`config.mk`:
```
export PLATFORM = sky130hd
export DESIGN_NAME = rl_control
export DESIGN_NICKNAME = d
export VERILOG_FILES = /design/src/rl_pkg.sv /design/src/rl_cmd_if.sv /design/src/rl_cmd_decoder.sv /design/src/rl_control.sv
export SDC_FILE = /design/constraint.sdc
export NUM_CORES = 1
export LEC_CHECK = 0
export BUFFER_PORTS_ARGS = -buffer_cell sky130_fd_sc_hd__buf_2
export CELL_PAD_IN_SITES_DETAIL_PLACEMENT = 1
export CELL_PAD_IN_SITES_GLOBAL_PLACEMENT = 1
export CORE_MARGIN = 2
export CORE_UTILIZATION = 35
export DETAILED_ROUTE_END_ITERATION = 10
export PLACE_DENSITY = 0.68
export SLEW_MARGIN = 20
export SYNTH_ARGS = -nofsm -noshare
export SYNTH_HDL_FRONTEND = slang
export SYNTH_HIERARCHICAL = 1
export SYNTH_SLANG_ARGS = --single-unit
export TNS_END_PERCENT = 20
```
`constraint.sdc`:
```
create_clock -name clk -period 1.76 [get_ports clk]
set_input_delay 0 -clock clk [delete_from_list [all_inputs] [get_ports clk]]
set_output_delay 0 -clock clk [all_outputs]
set_load 0.01 [all_outputs]
```
`src/rl_pkg.sv`:
```
// Shared constants and types for the remote/local bus interface block.
package rl_pkg;
  // ---------------------------------------------------------------
  // Bus command bytes and timing
  // ---------------------------------------------------------------
  localparam logic [7:0] CMD_GTL = 8'h01;
  localparam logic [7:0] CMD_LLO = 8'h11;
  localparam logic [7:0] CMD_DCL = 8'h14;
  localparam logic [7:0] CMD_UNL = 8'h3F;
  localparam logic [7:0] CMD_UNT = 8'h5F;
  localparam logic [7:0] LISTEN_BASE = 8'h20;
  localparam logic [7:0] TALK_BASE = 8'h40;
  localparam logic [4:0] ADDR_DEFAULT = 5'h0F;
  localparam int CLK_MHZ = 25;
  localparam int IFC_MIN_US = 100;
  localparam int IFC_MIN_CYCLES = IFC_MIN_US * CLK_MHZ;
  localparam logic [3:0] SETUP_SLOT_DEFAULT = 4'h1;
  // ---------------------------------------------------------------
  // Command decoder states
  // ---------------------------------------------------------------
  typedef enum logic [2:0] {
    ST_IDLE = 3'b001,
    ST_CMD = 3'b010,
    ST_WAIT = 3'b100
  } dec_state_t;
endpackage

```
`src/rl_cmd_if.sv`:
```
// Decoded bus command pulses passed from the decoder to the state block.
`timescale 1ns/1ns
`default_nettype none
interface rl_cmd_if;
  logic mla;
  logic mta;
  logic unl;
  logic unt;
  logic llo;
  logic gtl;
  logic dcl;
  modport dec(output mla, mta, unl, unt, llo, gtl, dcl);
  modport core(input mla, mta, unl, unt, llo, gtl, dcl);
endinterface
`default_nettype wire

```
`src/rl_cmd_decoder.sv`:
```
// Decodes one command byte per accepted strobe while attention is asserted.
`timescale 1ns/1ns
`default_nettype none
module rl_cmd_decoder (
  input wire logic clk,
  input wire logic reset_n,
  input wire logic atn,
  input wire logic byte_valid,
  input wire logic [7:0] data_byte,
  input wire logic [4:0] my_addr,
  rl_cmd_if.dec cmd
);
  rl_pkg::dec_state_t state_reg;
  logic take;

  // A byte is only taken once per strobe, so a held strobe cannot repeat a command.
  assign take = (state_reg == rl_pkg::ST_IDLE) && atn && byte_valid;

  always_ff @(posedge clk or negedge reset_n) begin
    if (!reset_n) begin
      state_reg <= rl_pkg::ST_IDLE;
    end else begin
      unique case (state_reg)
        rl_pkg::ST_IDLE: begin
          if (take) begin
            state_reg <= rl_pkg::ST_CMD;
          end
        end
        rl_pkg::ST_CMD: begin
          state_reg <= rl_pkg::ST_WAIT;
        end
        rl_pkg::ST_WAIT: begin
          if (!byte_valid) begin
            state_reg <= rl_pkg::ST_IDLE;
          end
        end
        default: begin
          state_reg <= rl_pkg::ST_IDLE;
        end
      endcase
    end
  end

  always_ff @(posedge clk or negedge reset_n) begin
    if (!reset_n) begin
      cmd.mla <= 1'b0;
      cmd.mta <= 1'b0;
      cmd.unl <= 1'b0;
      cmd.unt <= 1'b0;
      cmd.llo <= 1'b0;
      cmd.gtl <= 1'b0;
      cmd.dcl <= 1'b0;
    end else begin
      cmd.mla <= take && (data_byte == (rl_pkg::LISTEN_BASE | {3'h0, my_addr}));
      cmd.mta <= take && (data_byte == (rl_pkg::TALK_BASE | {3'h0, my_addr}));
      cmd.unl <= take && (data_byte == rl_pkg::CMD_UNL);
      cmd.unt <= take && (data_byte == rl_pkg::CMD_UNT);
      cmd.llo <= take && (data_byte == rl_pkg::CMD_LLO);
      cmd.gtl <= take && (data_byte == rl_pkg::CMD_GTL);
      cmd.dcl <= take && (data_byte == rl_pkg::CMD_DCL);
    end
  end
endmodule
`default_nettype wire

```
`src/rl_control.sv`:
```
// Remote/local, lockout and talker/listener addressing state of the bus interface.
// How it works
// - Interface clear forces talker idle and listener idle, whatever the addressing was.
// - Interface clear turns off the talk and listen indicators.
// - Lockout disables the LOCAL key so remote cannot be left from the panel.
// - Lockout command takes effect immediately only when already in remote.
// - Remote enable going false cancels lockout and remote; nothing else clears the held lockout command.
// - Go-to-local received while addressed to listen leaves remote mode.
// - Go-to-local restores panel keys even under lockout; the held lockout returns when remote is re-entered.
// - Device clear pulses a request to return all settings to defaults.
// - Device clear defaults come from the slot on setup_slot when the clear arrives; slot 1 until the first clear.
// - Remote is entered only on listen addressing while remote enable is true.
// - In remote all keys but LOCAL are ignored; LOCAL returns local unless locked.
`timescale 1ns/1ns
`default_nettype none
module rl_control #(
  parameter int IFC_CYCLES = rl_pkg::IFC_MIN_CYCLES
) (
  input wire logic clk,
  input wire logic reset_n,
  input wire logic atn,
  input wire logic ren,
  input wire logic ifc,
  input wire logic byte_valid,
  input wire logic [7:0] data_byte,
  input wire logic [4:0] my_addr,
  input wire logic local_key,
  input wire logic panel_key,
  input wire logic [3:0] setup_slot,
  output logic talk_active,
  output logic listen_active,
  output logic remote,
  output logic lockout,
  output logic local_key_enabled,
  output logic panel_keys_enabled,
  output logic panel_key_accepted,
  output logic device_clear,
  output logic [3:0] default_slot
);
  // ---------------------------------------------------------------
  // Command decode
  // ---------------------------------------------------------------
  rl_cmd_if cmd_bus();

  rl_cmd_decoder u_dec (
    .clk(clk),
    .reset_n(reset_n),
    .atn(atn),
    .byte_valid(byte_valid),
    .data_byte(data_byte),
    .my_addr(my_addr),
    .cmd(cmd_bus)
  );

  // ---------------------------------------------------------------
  // Interface clear qualification
  // ---------------------------------------------------------------
  // Short glitches on the clear line must not drop the addressing, so the clear
  // acts only once the line has been held for the minimum time.
  logic [$clog2(IFC_CYCLES + 1)-1:0] ifc_cnt_reg;
  logic ifc_done;

  assign ifc_done = ifc && (ifc_cnt_reg == ($bits(ifc_cnt_reg))'(IFC_CYCLES - 1));

  always_ff @(posedge clk or negedge reset_n) begin
    if (!reset_n) begin
      ifc_cnt_reg <= '0;
    end else if (!ifc) begin
      ifc_cnt_reg <= '0;
    end else if (ifc_cnt_reg != ($bits(ifc_cnt_reg))'(IFC_CYCLES)) begin
      ifc_cnt_reg <= ifc_cnt_reg + 1'b1;
    end
  end

  // ---------------------------------------------------------------
  // Talker and listener addressing
  // ---------------------------------------------------------------
  always_ff @(posedge clk or negedge reset_n) begin
    if (!reset_n) begin
      talk_active <= 1'b0;
    end else if (ifc_done) begin
      talk_active <= 1'b0;
    end else if (cmd_bus.mta) begin
      talk_active <= 1'b1;
    end else if (cmd_bus.unt || cmd_bus.mla) begin
      talk_active <= 1'b0;
    end
  end

  always_ff @(posedge clk or negedge reset_n) begin
    if (!reset_n) begin
      listen_active <= 1'b0;
    end else if (ifc_done) begin
      listen_active <= 1'b0;
    end else if (cmd_bus.mla) begin
      listen_active <= 1'b1;
    end else if (cmd_bus.unl || cmd_bus.mta) begin
      listen_active <= 1'b0;
    end
  end

  // ---------------------------------------------------------------
  // Remote and lockout
  // ---------------------------------------------------------------
  logic local_press;

  // LOCAL only counts while not locked out.
  assign local_press = local_key && !lockout;

  always_ff @(posedge clk or negedge reset_n) begin
    if (!reset_n) begin
      remote <= 1'b0;
    end else if (!ren) begin
      remote <= 1'b0;
    end else if (cmd_bus.mla) begin
      remote <= 1'b1;
    end else if (cmd_bus.gtl && listen_active) begin
      remote <= 1'b0;
    end else if (remote && local_press) begin
      remote <= 1'b0;
    end
  end

  // The flag is held even when the command arrives in local mode; it only bites
  // once remote is entered, which is why lockout output is qualified by remote.
  logic llo_flag_reg;

  always_ff @(posedge clk or negedge reset_n) begin
    if (!reset_n) begin
      llo_flag_reg <= 1'b0;
    end else if (!ren) begin
      llo_flag_reg <= 1'b0;
    end else if (cmd_bus.llo) begin
      llo_flag_reg <= 1'b1;
    end
  end

  always_ff @(posedge clk or negedge reset_n) begin
    if (!reset_n) begin
      lockout <= 1'b0;
    end else begin
      lockout <= ren && (llo_flag_reg || cmd_bus.llo) && remote;
    end
  end

  always_ff @(posedge clk or negedge reset_n) begin
    if (!reset_n) begin
      local_key_enabled <= 1'b1;
      panel_keys_enabled <= 1'b1;
      panel_key_accepted <= 1'b0;
    end else begin
      local_key_enabled <= !lockout;
      panel_keys_enabled <= !remote && !lockout;
      panel_key_accepted <= panel_key && !remote && !lockout;
    end
  end

  // ---------------------------------------------------------------
  // Device clear
  // ---------------------------------------------------------------
  always_ff @(posedge clk or negedge reset_n) begin
    if (!reset_n) begin
      device_clear <= 1'b0;
      default_slot <= rl_pkg::SETUP_SLOT_DEFAULT;
    end else begin
      device_clear <= cmd_bus.dcl;
      if (cmd_bus.dcl) begin
        default_slot <= setup_slot;
      end
    end
  end
endmodule
`default_nettype wire

```
======== Word-level counts from Yosys, hierarchy flattened ========
Index checks and enable logic that the tools add are counted.
storage, ports and cells
  register bits ........................... 35
  output and inout bits ................... 12
operators by class
  $add $sub $neg .......................... 1
  equal/unequal tests ..................... 17
  mux-type cells .......................... 17
  reductions and logical operators ........ 26
operator list
  operator                                               count
  2-to-1 mux 12 bit                                      2
  logical AND 1 bit                                      18
  equality test 8 x 5 -> 1 bit, second input constant    2
  adder 12 x 1 -> 12 bit, second input constant          1
  equality test 12 bit, second input constant            1
  2-to-1 mux 1 bit                                       12
  inequality test 12 bit, second input constant          1
  one-hot mux 3 bit (3 select lines)                     1
  equality test 8 x 1 -> 1 bit, second input constant    1
  equality test 8 x 6 -> 1 bit                           1
  equality test 8 x 6 -> 1 bit, second input constant    1
  equality test 8 x 7 -> 1 bit                           1
  equality test 8 x 7 -> 1 bit, second input constant    1
  2-to-1 mux 3 bit                                       2
  inequality test 2 x 1 -> 1 bit, second input constant  3
  nonzero test 3 bit                                     2
  inequality test 4 x 1 -> 1 bit, second input constant  1
  equality test 3 x 1 -> 1 bit, second input constant    1
  equality test 3 x 2 -> 1 bit, second input constant    1
  equality test 3 bit, second input constant             1
  logical OR 1 bit                                       3
  zero test 1 bit                                        2
  inequality test 2 bit, second input constant           1
  AND reduction 2 bit                                    1

======== Logic depth before layout (Yosys ltp) ========
Gate-level depths: netlist of the first run.
  word-level depth ........................ 7
  depth in mapped cells ................... 5

======== Hierarchy ========
The synthesis of the first run kept the hierarchy.
by module, submodules not included
  module          instances  cells an instance  area an instance (um^2)
  rl_control      1          102                1143.6
  rl_cmd_decoder  1          41                 452.9

======== Worst setup path after synthesis of the first run ========
No wires, ideal clock.
  path kind ............................... register to register
  start point ............................. reg ifc_cnt_reg[3]
  end point ............................... reg ifc_cnt_reg[0]
  arrival time ............................ 1.293 ns
  data required time ...................... 1.681 ns
  slack ................................... 0.387 ns
  stages on the path, launching flop included .. 4
  buffers on the path ..................... 0
  period minus slack after synthesis ...... 1.373 ns
  cells stage by stage .................... dfrtp_1 nor4b_1 and4_1 mux2i_1
between the ends
  cells in the longest elaborated chain, start to end .. 2
ends and longest elaborated chain
  what                                      RTL line          RTL
  start: declaration                        rl_control.sv:60  logic [$clog2(IFC_CYCLES + 1)-1:0] ifc_cnt_reg;
  start signal: assignment                  rl_control.sv:71  ifc_cnt_reg <= ifc_cnt_reg + 1'b1;
  inequality test 12 bit                    rl_control.sv:70  end else if (ifc_cnt_reg != ($bits(ifc_cnt_reg))'(IFC_CYCLES)) begin
  inequality test 2 x 1 -> 1 bit (no line)  --
No other way between the ends.
A chain may end at the register's enable or synchronous reset.

======== Worst setup path after layout of the first run ========
Same ends and word-level chain as after synthesis.

==> flow_summary.yaml, run 1 <==
cells_and_area:
  synthToLayoutAreaGrowth_pct: 28.06
  drive_gt1_share_pct: 30.26
  multi_input_area_sq_um: 670.6
  stdcell_count: 247
  regArea_sq_um: 880.8
  fill_cells: 498
  largest_register_ffs: 12
  antenna_cells: 0
  fin_nets: 221
global_route:
  overflow: 0
  grt.total_usage_pct: 15.19
  grt_max_degree: 36
  first_global_vias: 1409
  grt_pass1_wl_um: 6154
  antenna_found_initial: 0
sta:
  hold_viol: 0
  fin_crit_sh_pct: 88.23
  tightest_slew_ps: 751.8
  fin_worst_skew_ps: 3.690
  finalSetupTns_ps: 0
  fmax_mhz: 644.0
  maxSlewHeadroom_pct: 49.88
  rsz0062_at_grt: "no"
  fin_crit_ps: 1553
  setup_violations: 0
  slew_viol_final: 0
logic_synthesis:
  synth_area_sq_um: 1597
  ys_async_sr_fraction_pct: 100.0
  synth_cells: 143
  syn_nets: 170
  ys_seq_area_share_pct: 55.17
  synth_cell_types: 39
  ys_ff_latch: 35
  synth_flop_cell: "dfrtp_1"
  syn_area_per_cell_sq_um: 11.16
  synth_edf_count: 0
  yosys_warnings: 6
routing:
  routed_wl_um: 3529
  drc_errors: 0
  viasPerCell: 5.182
  ant_nets: 0
  wire_per_inst_um: 14.29
  first_iter_violations: 30
  drtPass1Iterations: 4
  vias: 1280
floorplan:
  die_y_um: 71.54
  core_sq_um: 4384
  initial_core_util_pct: 36.42
  num_rows: 24
  dieArea_sq_um: 5118
  io_pins: 37
  die_width_um: 71.54
clocking:
  htreeDepth: 2
  clk_pin_slew_ps: 70
  ctsResizeCount: 0
  tritoncts: "done"
  cts.sinks: 35
  cts_made_buffers: 5
  clock_path_buffers: 2
  clk_latency_ps: 280
  postCtsSetupBuffers: 0
  cts.hold.buffers_added: 10
  cts_root_buf: "clkbuf_8"
placement:
  port_buffers: 36
  dp_hpwl_um: 2638
  dpl.cell_count: 229
  place.gp.congestion: 0.8334
flow_run:
  drv_cap: 0
critical_path:
  worst-setup-path-type: "reg2reg"
  cp_data_required_time_ps: 1960
  cp_max_fo: 6
  endpoint_kind: "flop"
  start_kind: "flop"
  cp.arrival_ps: 1750
pwr:
  p_leak_nw: 0.9121
  p_per_area_nw_per_um2: 836.9
  peakVddDrop_mv: 0.3796
worst_hold_path:
  holdCritPathClass: "in2reg"
run_status:
  status: "finished clean"
## critical path, stage by stage, from the launching register on
cell and delay (ps):
dfrtp_1 440, nor4b_1 470, and4_1 360, mux2i_1 200
## cells by family after synthesis
family | count (synthesis) | share of synthesized area [%]
simple gates | 61 | 23.43
flops | 35 | 55.17
compound gates | 22 | 9.012
buf+inv | 10 | 2.821
mux | 7 | 4.702
xor+xnor | 6 | 3.292
fa+ha+maj | 2 | 1.567
## cell usage in the layout, fill, tap and decap left out, drive strengths merged, types with 6 or more instances in the layout
master | synthesis | final
buf | 1 | 36
dfrtp | 31 | 31
nand2 | 11 | 11
dlygate4sd3 | 0 | 10
inv | 8 | 8
nand3 | 8 | 8
a21oi | 7 | 7
nor2 | 6 | 6
clkbuf | 1 | 6
## layer usage
layer	GRT usage, %	part of all wire (%)	vias to the layer above
met2	27.57	53	28
met1	17.64	41	633
met5	0	0	-
li1	-	-	613
met3	3.797	3.9	6
met4	4.403	1.2	0
## cells in the mapped netlist (2+ instances only)
library cell   n  area (sq um)
and2_1         4         25.02
nor3b_1        3         22.52
nor4b_1        2         17.52
o21a_1         3         22.52
a211oi_1       2         15.01
or3_1          2         12.51
nor2_1         6         22.52
nand3_1        5         25.02
nor4_1         5         31.28
nand2b_1       5         31.28
dfrtp_1       31         775.7
mux2i_1        3         30.03
mux2_2         4         45.04
nor3_1         2         10.01
or4_1          4         30.03
dfstp_2        4         105.1
o21ai_0        3         15.01
a21oi_1        7         35.03
xnor2_1        5         43.79
ha_1           2         25.02
o31ai_1        4         30.03
nand3_2        2         20.02
inv_1          8         30.03
nand4_1        2         12.51
nand2_1       11         41.29
## stage by stage
step / utilization [%] / hold slack [ps] / cell area, sq um / power (mW) / setup WS, ps
global route: 46.63 / 31.14 / 2044 / 1.786 / 98.76
floorplan: - / -295.6 / 1597 / 0.9086 / 387.3
finish: 46.63 / 24.65 / 2044 / 1.711 / 207.1
detailed placement: 41.67 / 126.8 / 1827 / 0.9772 / 215.1
global placement: 41.67 / 103.0 / 1827 / 0.9678 / 263.2
CTS: 46.63 / 13.11 / 2044 / 1.742 / 196.9
## where the power goes
group	internal, mW	switching (mW)
clock network	0.458	0.276
logic	0.0692	0.0696
registers	0.822	0.0154
## final timing paths
check | from | endpoint | slack [ps] | cells past startpoint
setup / recovery | ifc_cnt_reg[3]$_DFFE_PN0P_ | ifc_cnt_reg[0]$_DFFE_PN0P_ | 210 | 3
hold / removal | data_byte[2] | u_dec/cmd.llo$_DFF_PN0_ | 20 | 3
setup reg to reg | ifc_cnt_reg[3]$_DFFE_PN0P_ | ifc_cnt_reg[0]$_DFFE_PN0P_ | 210 | 3
hold reg to reg | lockout$_DFF_PN0_ | local_key_enabled$_DFF_PN1_ | 430 | 1
max in group asynchronous | reset_n | ifc_cnt_reg[6]$_DFFE_PN0P_ | 960 | 2
min in group asynchronous | reset_n | ifc_cnt_reg[5]$_DFFE_PN0P_ | 320 | 2
## final cells by class
class	count	share of cell area (%)
clock buffer	6	4.039
clock inverter	2	1.714
tap	52	3.182
timing repair buffer	46	13.71
sequential	35	43.08
inverter	8	1.469
multi-input combinational	98	32.80
Note: power is estimated with default switching activity, not from simulation.
==> run 2: changes to the inputs <==
--- a/config.mk
+++ b/config.mk
@@ -8,6 +8,7 @@
 export BUFFER_PORTS_ARGS = -buffer_cell sky130_fd_sc_hd__buf_2
 export CELL_PAD_IN_SITES_DETAIL_PLACEMENT = 1
 export CELL_PAD_IN_SITES_GLOBAL_PLACEMENT = 1
+export CORE_ASPECT_RATIO = 0.6
 export CORE_MARGIN = 2
 export CORE_UTILIZATION = 35
 export DETAILED_ROUTE_END_ITERATION = 10
==> flow_summary.yaml, run 2 (same netlist as run 1, synthesis figures left out) <==
sta:
  tightest_slew_ps: 755.5
  fin_crit_sh_pct: 90.68
  fmax_mhz: 626.6
  finalSetupTns_ps: 0
  slew_viol_final: 0
  fin_crit_ps: 1596
  setup_violations: 0
  maxSlewHeadroom_pct: 49.64
  hold_viol: 0
  rsz0062_at_grt: "no"
  fin_worst_skew_ps: 4.823
pwr:
  pwr-share-seq_pct: 49.5
  p_switching_mw: 0.3804
  internal_power_mw: 1.314
  comb_power_share_pct: 8.6
  power_mw: 1.695
  switching_share_pct: 22.45
  clkPwrFrac_pct: 41.9
  p_leak_nw: 0.9132
  peakVddDrop_mv: 0.6785
  p_per_area_nw_per_um2: 822.9
routing:
  drc_errors: 0
  top_layer: "met4"
  drtPass1Iterations: 4
  wl_met1_um: 2024
  vias: 1286
  first_iter_violations: 74
  wire_per_inst_um: 15.24
  dr_wl_met2_um: 1676
  routed_wl_um: 3902
  ant_nets: 0
  viasPerCell: 5.023
  route.met3.wl_um: 151
floorplan:
  die_y_um: 56.32
  initial_core_util_pct: 37.71
  num_rows: 18
  core_sq_um: 4234
  io_pins: 37
  dieArea_sq_um: 5135
  die_width_um: 91.19
placement:
  dp_hpwl_um: 2972
  dpl.cell_count: 237
  port_buffers: 36
  place.gp.congestion: 0.7901
critical_path:
  worst-setup-path-type: "reg2reg"
  ff2ff_setup_slack_ps: 160
  worst_r2r_path_depth: 4
  start_kind: "flop"
  endpoint_kind: "flop"
  cp_data_required_time_ps: 1970
  reg2reg_from: "ifc_cnt_reg[1]$_DFFE_PN0P_"
  cp_max_fo: 7
  worstReg2RegEnd: "ifc_cnt_reg[10]$_DFFE_PN0P_"
  cp.arrival_ps: 1810
cells_and_area:
  stdcell_count: 256
  synthToLayoutAreaGrowth_pct: 29.00
  antenna_cells: 0
  mostFrequentLayoutCells: "36 x buf_2, 31 x dfrtp_1, 11 x nand2_1, 11 x dlygate4sd3_1, 8 x inv_1"
  largest_register_ffs: 12
  final_common_cell: "buf_2"
  drive_gt1_share_pct: 30.10
  fin_nets: 222
global_route:
  overflow: 0
  grt_pass1_wl_um: 6610
  antenna_found_initial: 0
  grt.total_usage_pct: 16.44
  grt_max_degree: 36
  first_global_vias: 1361
clocking:
  clk_pin_slew_ps: 70
  htreeDepth: 2
  cts.sinks: 35
  ctsResizeCount: 0
  tritoncts: "done"
  clk_latency_ps: 280
  cts_root_buf: "clkbuf_8"
  cts_made_buffers: 5
  clock_path_buffers: 2
run_status:
  status: "finished clean"
worst_hold_path:
  min_path_cells: 3
  min_to: "u_dec/state_reg[2]$_DFFE_PN0P_"
  holdCritPathClass: "in2reg"
  worstHoldStart: "byte_valid"
flow_run:
  drv_cap: 0
run 2: changes by cell type in the layout (fill, tap and decap cells not counted), sizes merged:
cell,before,now
clkbuf,6,5
clkinv,1,2
dlygate4sd3,10,11
run 2: power by group through the flow:
stage | registers [mW] | clock network (mW) | logic [mW]
after floorplan | 0.852 | 0 | 0.0564
after global placement | 0.852 | 0 | 0.120
after detailed placement | 0.854 | 0 | 0.128
after CTS | 0.839 | 0.729 | 0.147
after global routing | 0.842 | 0.768 | 0.163
final | 0.839 | 0.710 | 0.146
run 2: worst max path at each step:
stage	startpoint	to	slack, ps	depth (start not counted)
finish	ifc_cnt_reg[1]$_DFFE_PN0P_	ifc_cnt_reg[10]$_DFFE_PN0P_	160	4
global route	ifc_cnt_reg[1]$_DFFE_PN0P_	ifc_cnt_reg[10]$_DFFE_PN0P_	9	4
CTS	ifc_cnt_reg[1]$_DFFE_PN0P_	ifc_cnt_reg[10]$_DFFE_PN0P_	160	4
detailed placement	ifc_cnt_reg[1]$_DFFE_PN0P_	ifc_cnt_reg[10]$_DFFE_PN0P_	180	4
global placement	ifc_cnt_reg[3]$_DFFE_PN0P_	ifc_cnt_reg[0]$_DFFE_PN0P_	290	3
floorplan	ifc_cnt_reg[3]$_DFFE_PN0P_	ifc_cnt_reg[0]$_DFFE_PN0P_	390	3
run 2: layer usage:
layer / vias up / GRT usage, %
li1: 619 / -
met1: 636 / 23.31
met2: 26 / 24.13
met3: 5 / 4.430
met4: 0 / 6.061
met5: - / 0
run 2: area by class of cell:
type / count / area (sq um)
fillers: 473 / 2175
well taps: 60 / 75.07
inverters: 8 / 30.03
flip-flops and latches: 35 / 880.8
repair buffers: 47 / 290.3
clock inverters: 3 / 43.79
clock buffers: 5 / 68.82
multi-input cells: 98 / 670.6
run 2: per-stage QoR:
stage                     instance area [sq um]  utilization (%)  worst slack, ps  hold slack [ps]
after detailed placement                   1837            43.38            180.1            114.1
after global placement                     1837            43.38            291.7            111.4
after global routing                       2059            48.64            8.814            61.39
final                                      2059            48.64            164.1            48.62
after floorplan                            1597                -            387.3           -295.6
after CTS                                  2059            48.64            161.9            46.05
run 2: worst max-delay path: stages (launching register included):
cell and delay [ps]:
dfrtp_1 420, ha_1 290, nand2_1 180, or4_1 500
a21oi_1 150
run 2: timing repair:
action | in CTS | in global routing
hold endpoints to repair | 43 | 0
buffers inserted | 0 | 0
hold buffers | 11 | 0
==> run 3: changes to the inputs <==
--- a/config.mk
+++ b/config.mk
@@ -5,6 +5,7 @@
 export SDC_FILE = /design/constraint.sdc
 export NUM_CORES = 1
 export LEC_CHECK = 0
+export ABC_AREA = 1
 export BUFFER_PORTS_ARGS = -buffer_cell sky130_fd_sc_hd__buf_2
 export CELL_PAD_IN_SITES_DETAIL_PLACEMENT = 1
 export CELL_PAD_IN_SITES_GLOBAL_PLACEMENT = 1
@@ -12,7 +13,7 @@
 export CORE_MARGIN = 2
 export CORE_UTILIZATION = 35
 export DETAILED_ROUTE_END_ITERATION = 10
-export PLACE_DENSITY = 0.68
+export PLACE_DENSITY = 0.72
 export SLEW_MARGIN = 20
 export SYNTH_ARGS = -nofsm -noshare
 export SYNTH_HDL_FRONTEND = slang
==> flow_summary.yaml, run 3 <==
sta:
  fin_crit_ps: 1434
  maxSlewHeadroom_pct: 50.22
  hold_viol: 0
  fin_worst_skew_ps: 10.37
  tightest_slew_ps: 746.7
  setup_slack_ps: 325.6
  setup_violations: 0
  fin_crit_sh_pct: 81.50
  rsz0062_at_grt: "no"
  slew_viol_final: 0
  finalSetupTns_ps: 0
  fmax_mhz: 697.2
clocking:
  cts_made_buffers: 5
  htreeDepth: 2
  tritoncts: "done"
  cts_root_buf: "clkbuf_8"
  cts.hold.buffers_added: 12
  ctsResizeCount: 0
  postCtsSetupBuffers: 0
  clock_path_buffers: 2
  clk_pin_slew_ps: 80
  cts.sinks: 35
  clk_latency_ps: 290
logic_synthesis:
  synth_compound_area_share_pct: 3.774
  synth_edf_count: 0
  synth_top_area_cell: "dfrtp_1"
  yosys_warnings: 6
  ys_ff_latch: 35
  ys_async_sr_fraction_pct: 100.0
  synthSimpleGateAreaFrac_pct: 32.44
  synth_top_cell_area_share_pct: 44.99
  ys_seq_area_share_pct: 51.09
  syn_nets: 244
  synth_flop_cell: "dfrtp_1"
  synth_cells: 217
  synth_commonest_cells: "49 x nand2_1, 40 x nor2_1, 33 x inv_1"
  syn_area_per_cell_sq_um: 7.945
  synth_xor_xnor_area_share_pct: 0.5080
  synth.most_common_cell: "nand2_1"
  synth_fa_ha_area_share_pct: 1.451
  synth_area_sq_um: 1724
  synth_area_leaders: "dfrtp_1 45%, nand2_1 11%, nor2_1 8.7%"
  synth_cell_types: 21
  synth_mux_area_share_pct: 2.612
  synth_top_family_by_area: "simple AND/OR/NAND/NOR gates"
floorplan:
  io_pins: 37
  dieArea_sq_um: 5522
  initial_core_util_pct: 37.00
  core_sq_um: 4659
  num_rows: 19
  die_y_um: 58.37
  die_width_um: 94.61
placement:
  dpl.cell_count: 315
  place_ws_ps: 336.1
  port_buffers: 36
  placed_cell_area_sq_um: 1978
  place.gp.congestion: 0.7824
  dp_hpwl_um: 3341
cells_and_area:
  largest_register_ffs: 12
  fin_nets: 298
  regArea_sq_um: 880.8
  final_common_cell: "nand2_1"
  multi_input_area_sq_um: 703.2
  mostFrequentLayoutCells: "49 x nand2_1, 40 x nor2_1, 36 x buf_2, 33 x inv_1, 31 x dfrtp_1"
  drive_gt1_share_pct: 22.79
  stdcell_area_sq_um: 2211
  antenna_cells: 0
  stdcell_count: 335
  fill_cells: 595
  synthToLayoutAreaGrowth_pct: 28.23
critical_path:
  endpoint_kind: "flop"
  cp_max_fo: 7
  slowest_delay_ps: 490
  cp_slowest_cell: "dfrtp_1"
  worst-setup-path-type: "reg2reg"
  cp.arrival_ps: 1630
  cp_data_required_time_ps: 1950
  worst_r2r_path_depth: 6
  start_kind: "flop"
  ff2ff_setup_slack_ps: 330
  cp_cell_sequence: "ha_1, nand2_1, nor2_1, nand3_1, nand2_1, nor2_1"
global_route:
  grt_max_degree: 36
  first_global_vias: 1628
  antenna_found_initial: 0
  grt_pass1_wl_um: 7396
  overflow: 0
  grt.total_usage_pct: 18.04
pwr:
  comb_power_share_pct: 9.7
  p_leak_nw: 1.129
  clkPwrFrac_pct: 41.4
  peakVddDrop_mv: 0.3188
  p_per_area_nw_per_um2: 781.2
  pwr-share-seq_pct: 48.9
  internal_power_mw: 1.320
  switching_share_pct: 23.59
  p_switching_mw: 0.4074
flow_run:
  drv_cap: 0
routing:
  wire_per_inst_um: 13.11
  drc_errors: 0
  vias: 1566
  routed_wl_um: 4393
  first_iter_violations: 65
  viasPerCell: 4.675
  drtPass1Iterations: 4
  ant_nets: 0
worst_hold_path:
  min_path_cells: 4
  holdCritPathClass: "in2reg"
run_status:
  status: "finished clean"
## run 3: cell count changes in the layout (fill, tap and decap cells not counted), sizes merged, moves of 5 or more
cell,previous run,this run
nand2,11,51
nor2,6,44
inv,8,36
nand3,8,20
nand2b,5,0
nor4,5,0
## run 3: through the flow
| stage | util, % | hold slack, ps | power [mW] |
|---|---|---|---|
| global placement | 42.45 | 123.6 | 1.005 |
| CTS | 47.45 | 12.32 | 1.749 |
| finish | 47.45 | 16.89 | 1.727 |
| detailed placement | 42.45 | 121.4 | 1.008 |
| floorplan | - | -295.6 | 0.9295 |
| global route | 47.45 | 29.56 | 1.815 |
## run 3: cell type report
type | instances | share of cell area, %
clock buffer | 5 | 3.113
clock inverter | 3 | 1.981
inverter | 36 | 6.112
multi-input combinational | 145 | 31.81
sequential | 35 | 39.84
tap | 63 | 3.565
timing repair buffer | 48 | 13.58
## run 3: power by group through the flow
stage,combinational [mW],clock (mW),sequential (mW)
finish,0.168,0.715,0.844
global placement,0.146,0,0.859
floorplan,0.0714,0,0.858
detailed placement,0.150,0,0.859
CTS,0.170,0.735,0.843
global route,0.194,0.775,0.846
## run 3: logic make-up after synthesis
group | after synthesis
xor+xnor | 1
simple gates | 126
mux | 4
buf+inv | 37
fa+ha+maj | 2
flops | 35
compound gates | 12
## run 3: routing by layer
| metal | part of all wire [%] | GRT usage, % |
|---|---|---|
| met1 | 51 | 25.73 |
| met2 | 41 | 26.44 |
| met3 | 6.7 | 5.378 |
| met4 | 2.0 | 6.211 |
| met5 | 0 | 0 |
## run 3: path summary, 6_finish.rpt
kind                                       startpoint                           end
min reg2reg                         lockout$_DFF_PN0_  panel_keys_enabled$_DFF_PN1_
max in group asynchronous                     reset_n     listen_active$_DFFE_PN0P_
max                        ifc_cnt_reg[0]$_DFFE_PN0P_   ifc_cnt_reg[10]$_DFFE_PN0P_
min in group asynchronous                     reset_n   default_slot[2]$_DFFE_PN0P_
min                                         local_key            remote$_DFFE_PN0P_
max reg2reg                ifc_cnt_reg[0]$_DFFE_PN0P_   ifc_cnt_reg[10]$_DFFE_PN0P_
## run 3: worst max-delay path, delay by kind of cell (launching register included)
family / cells / cell delay [ps]
adder cells (fa/ha/maj): 1 / 270
flip-flops: 1 / 490
AND/OR/NAND/NOR: 5 / 590
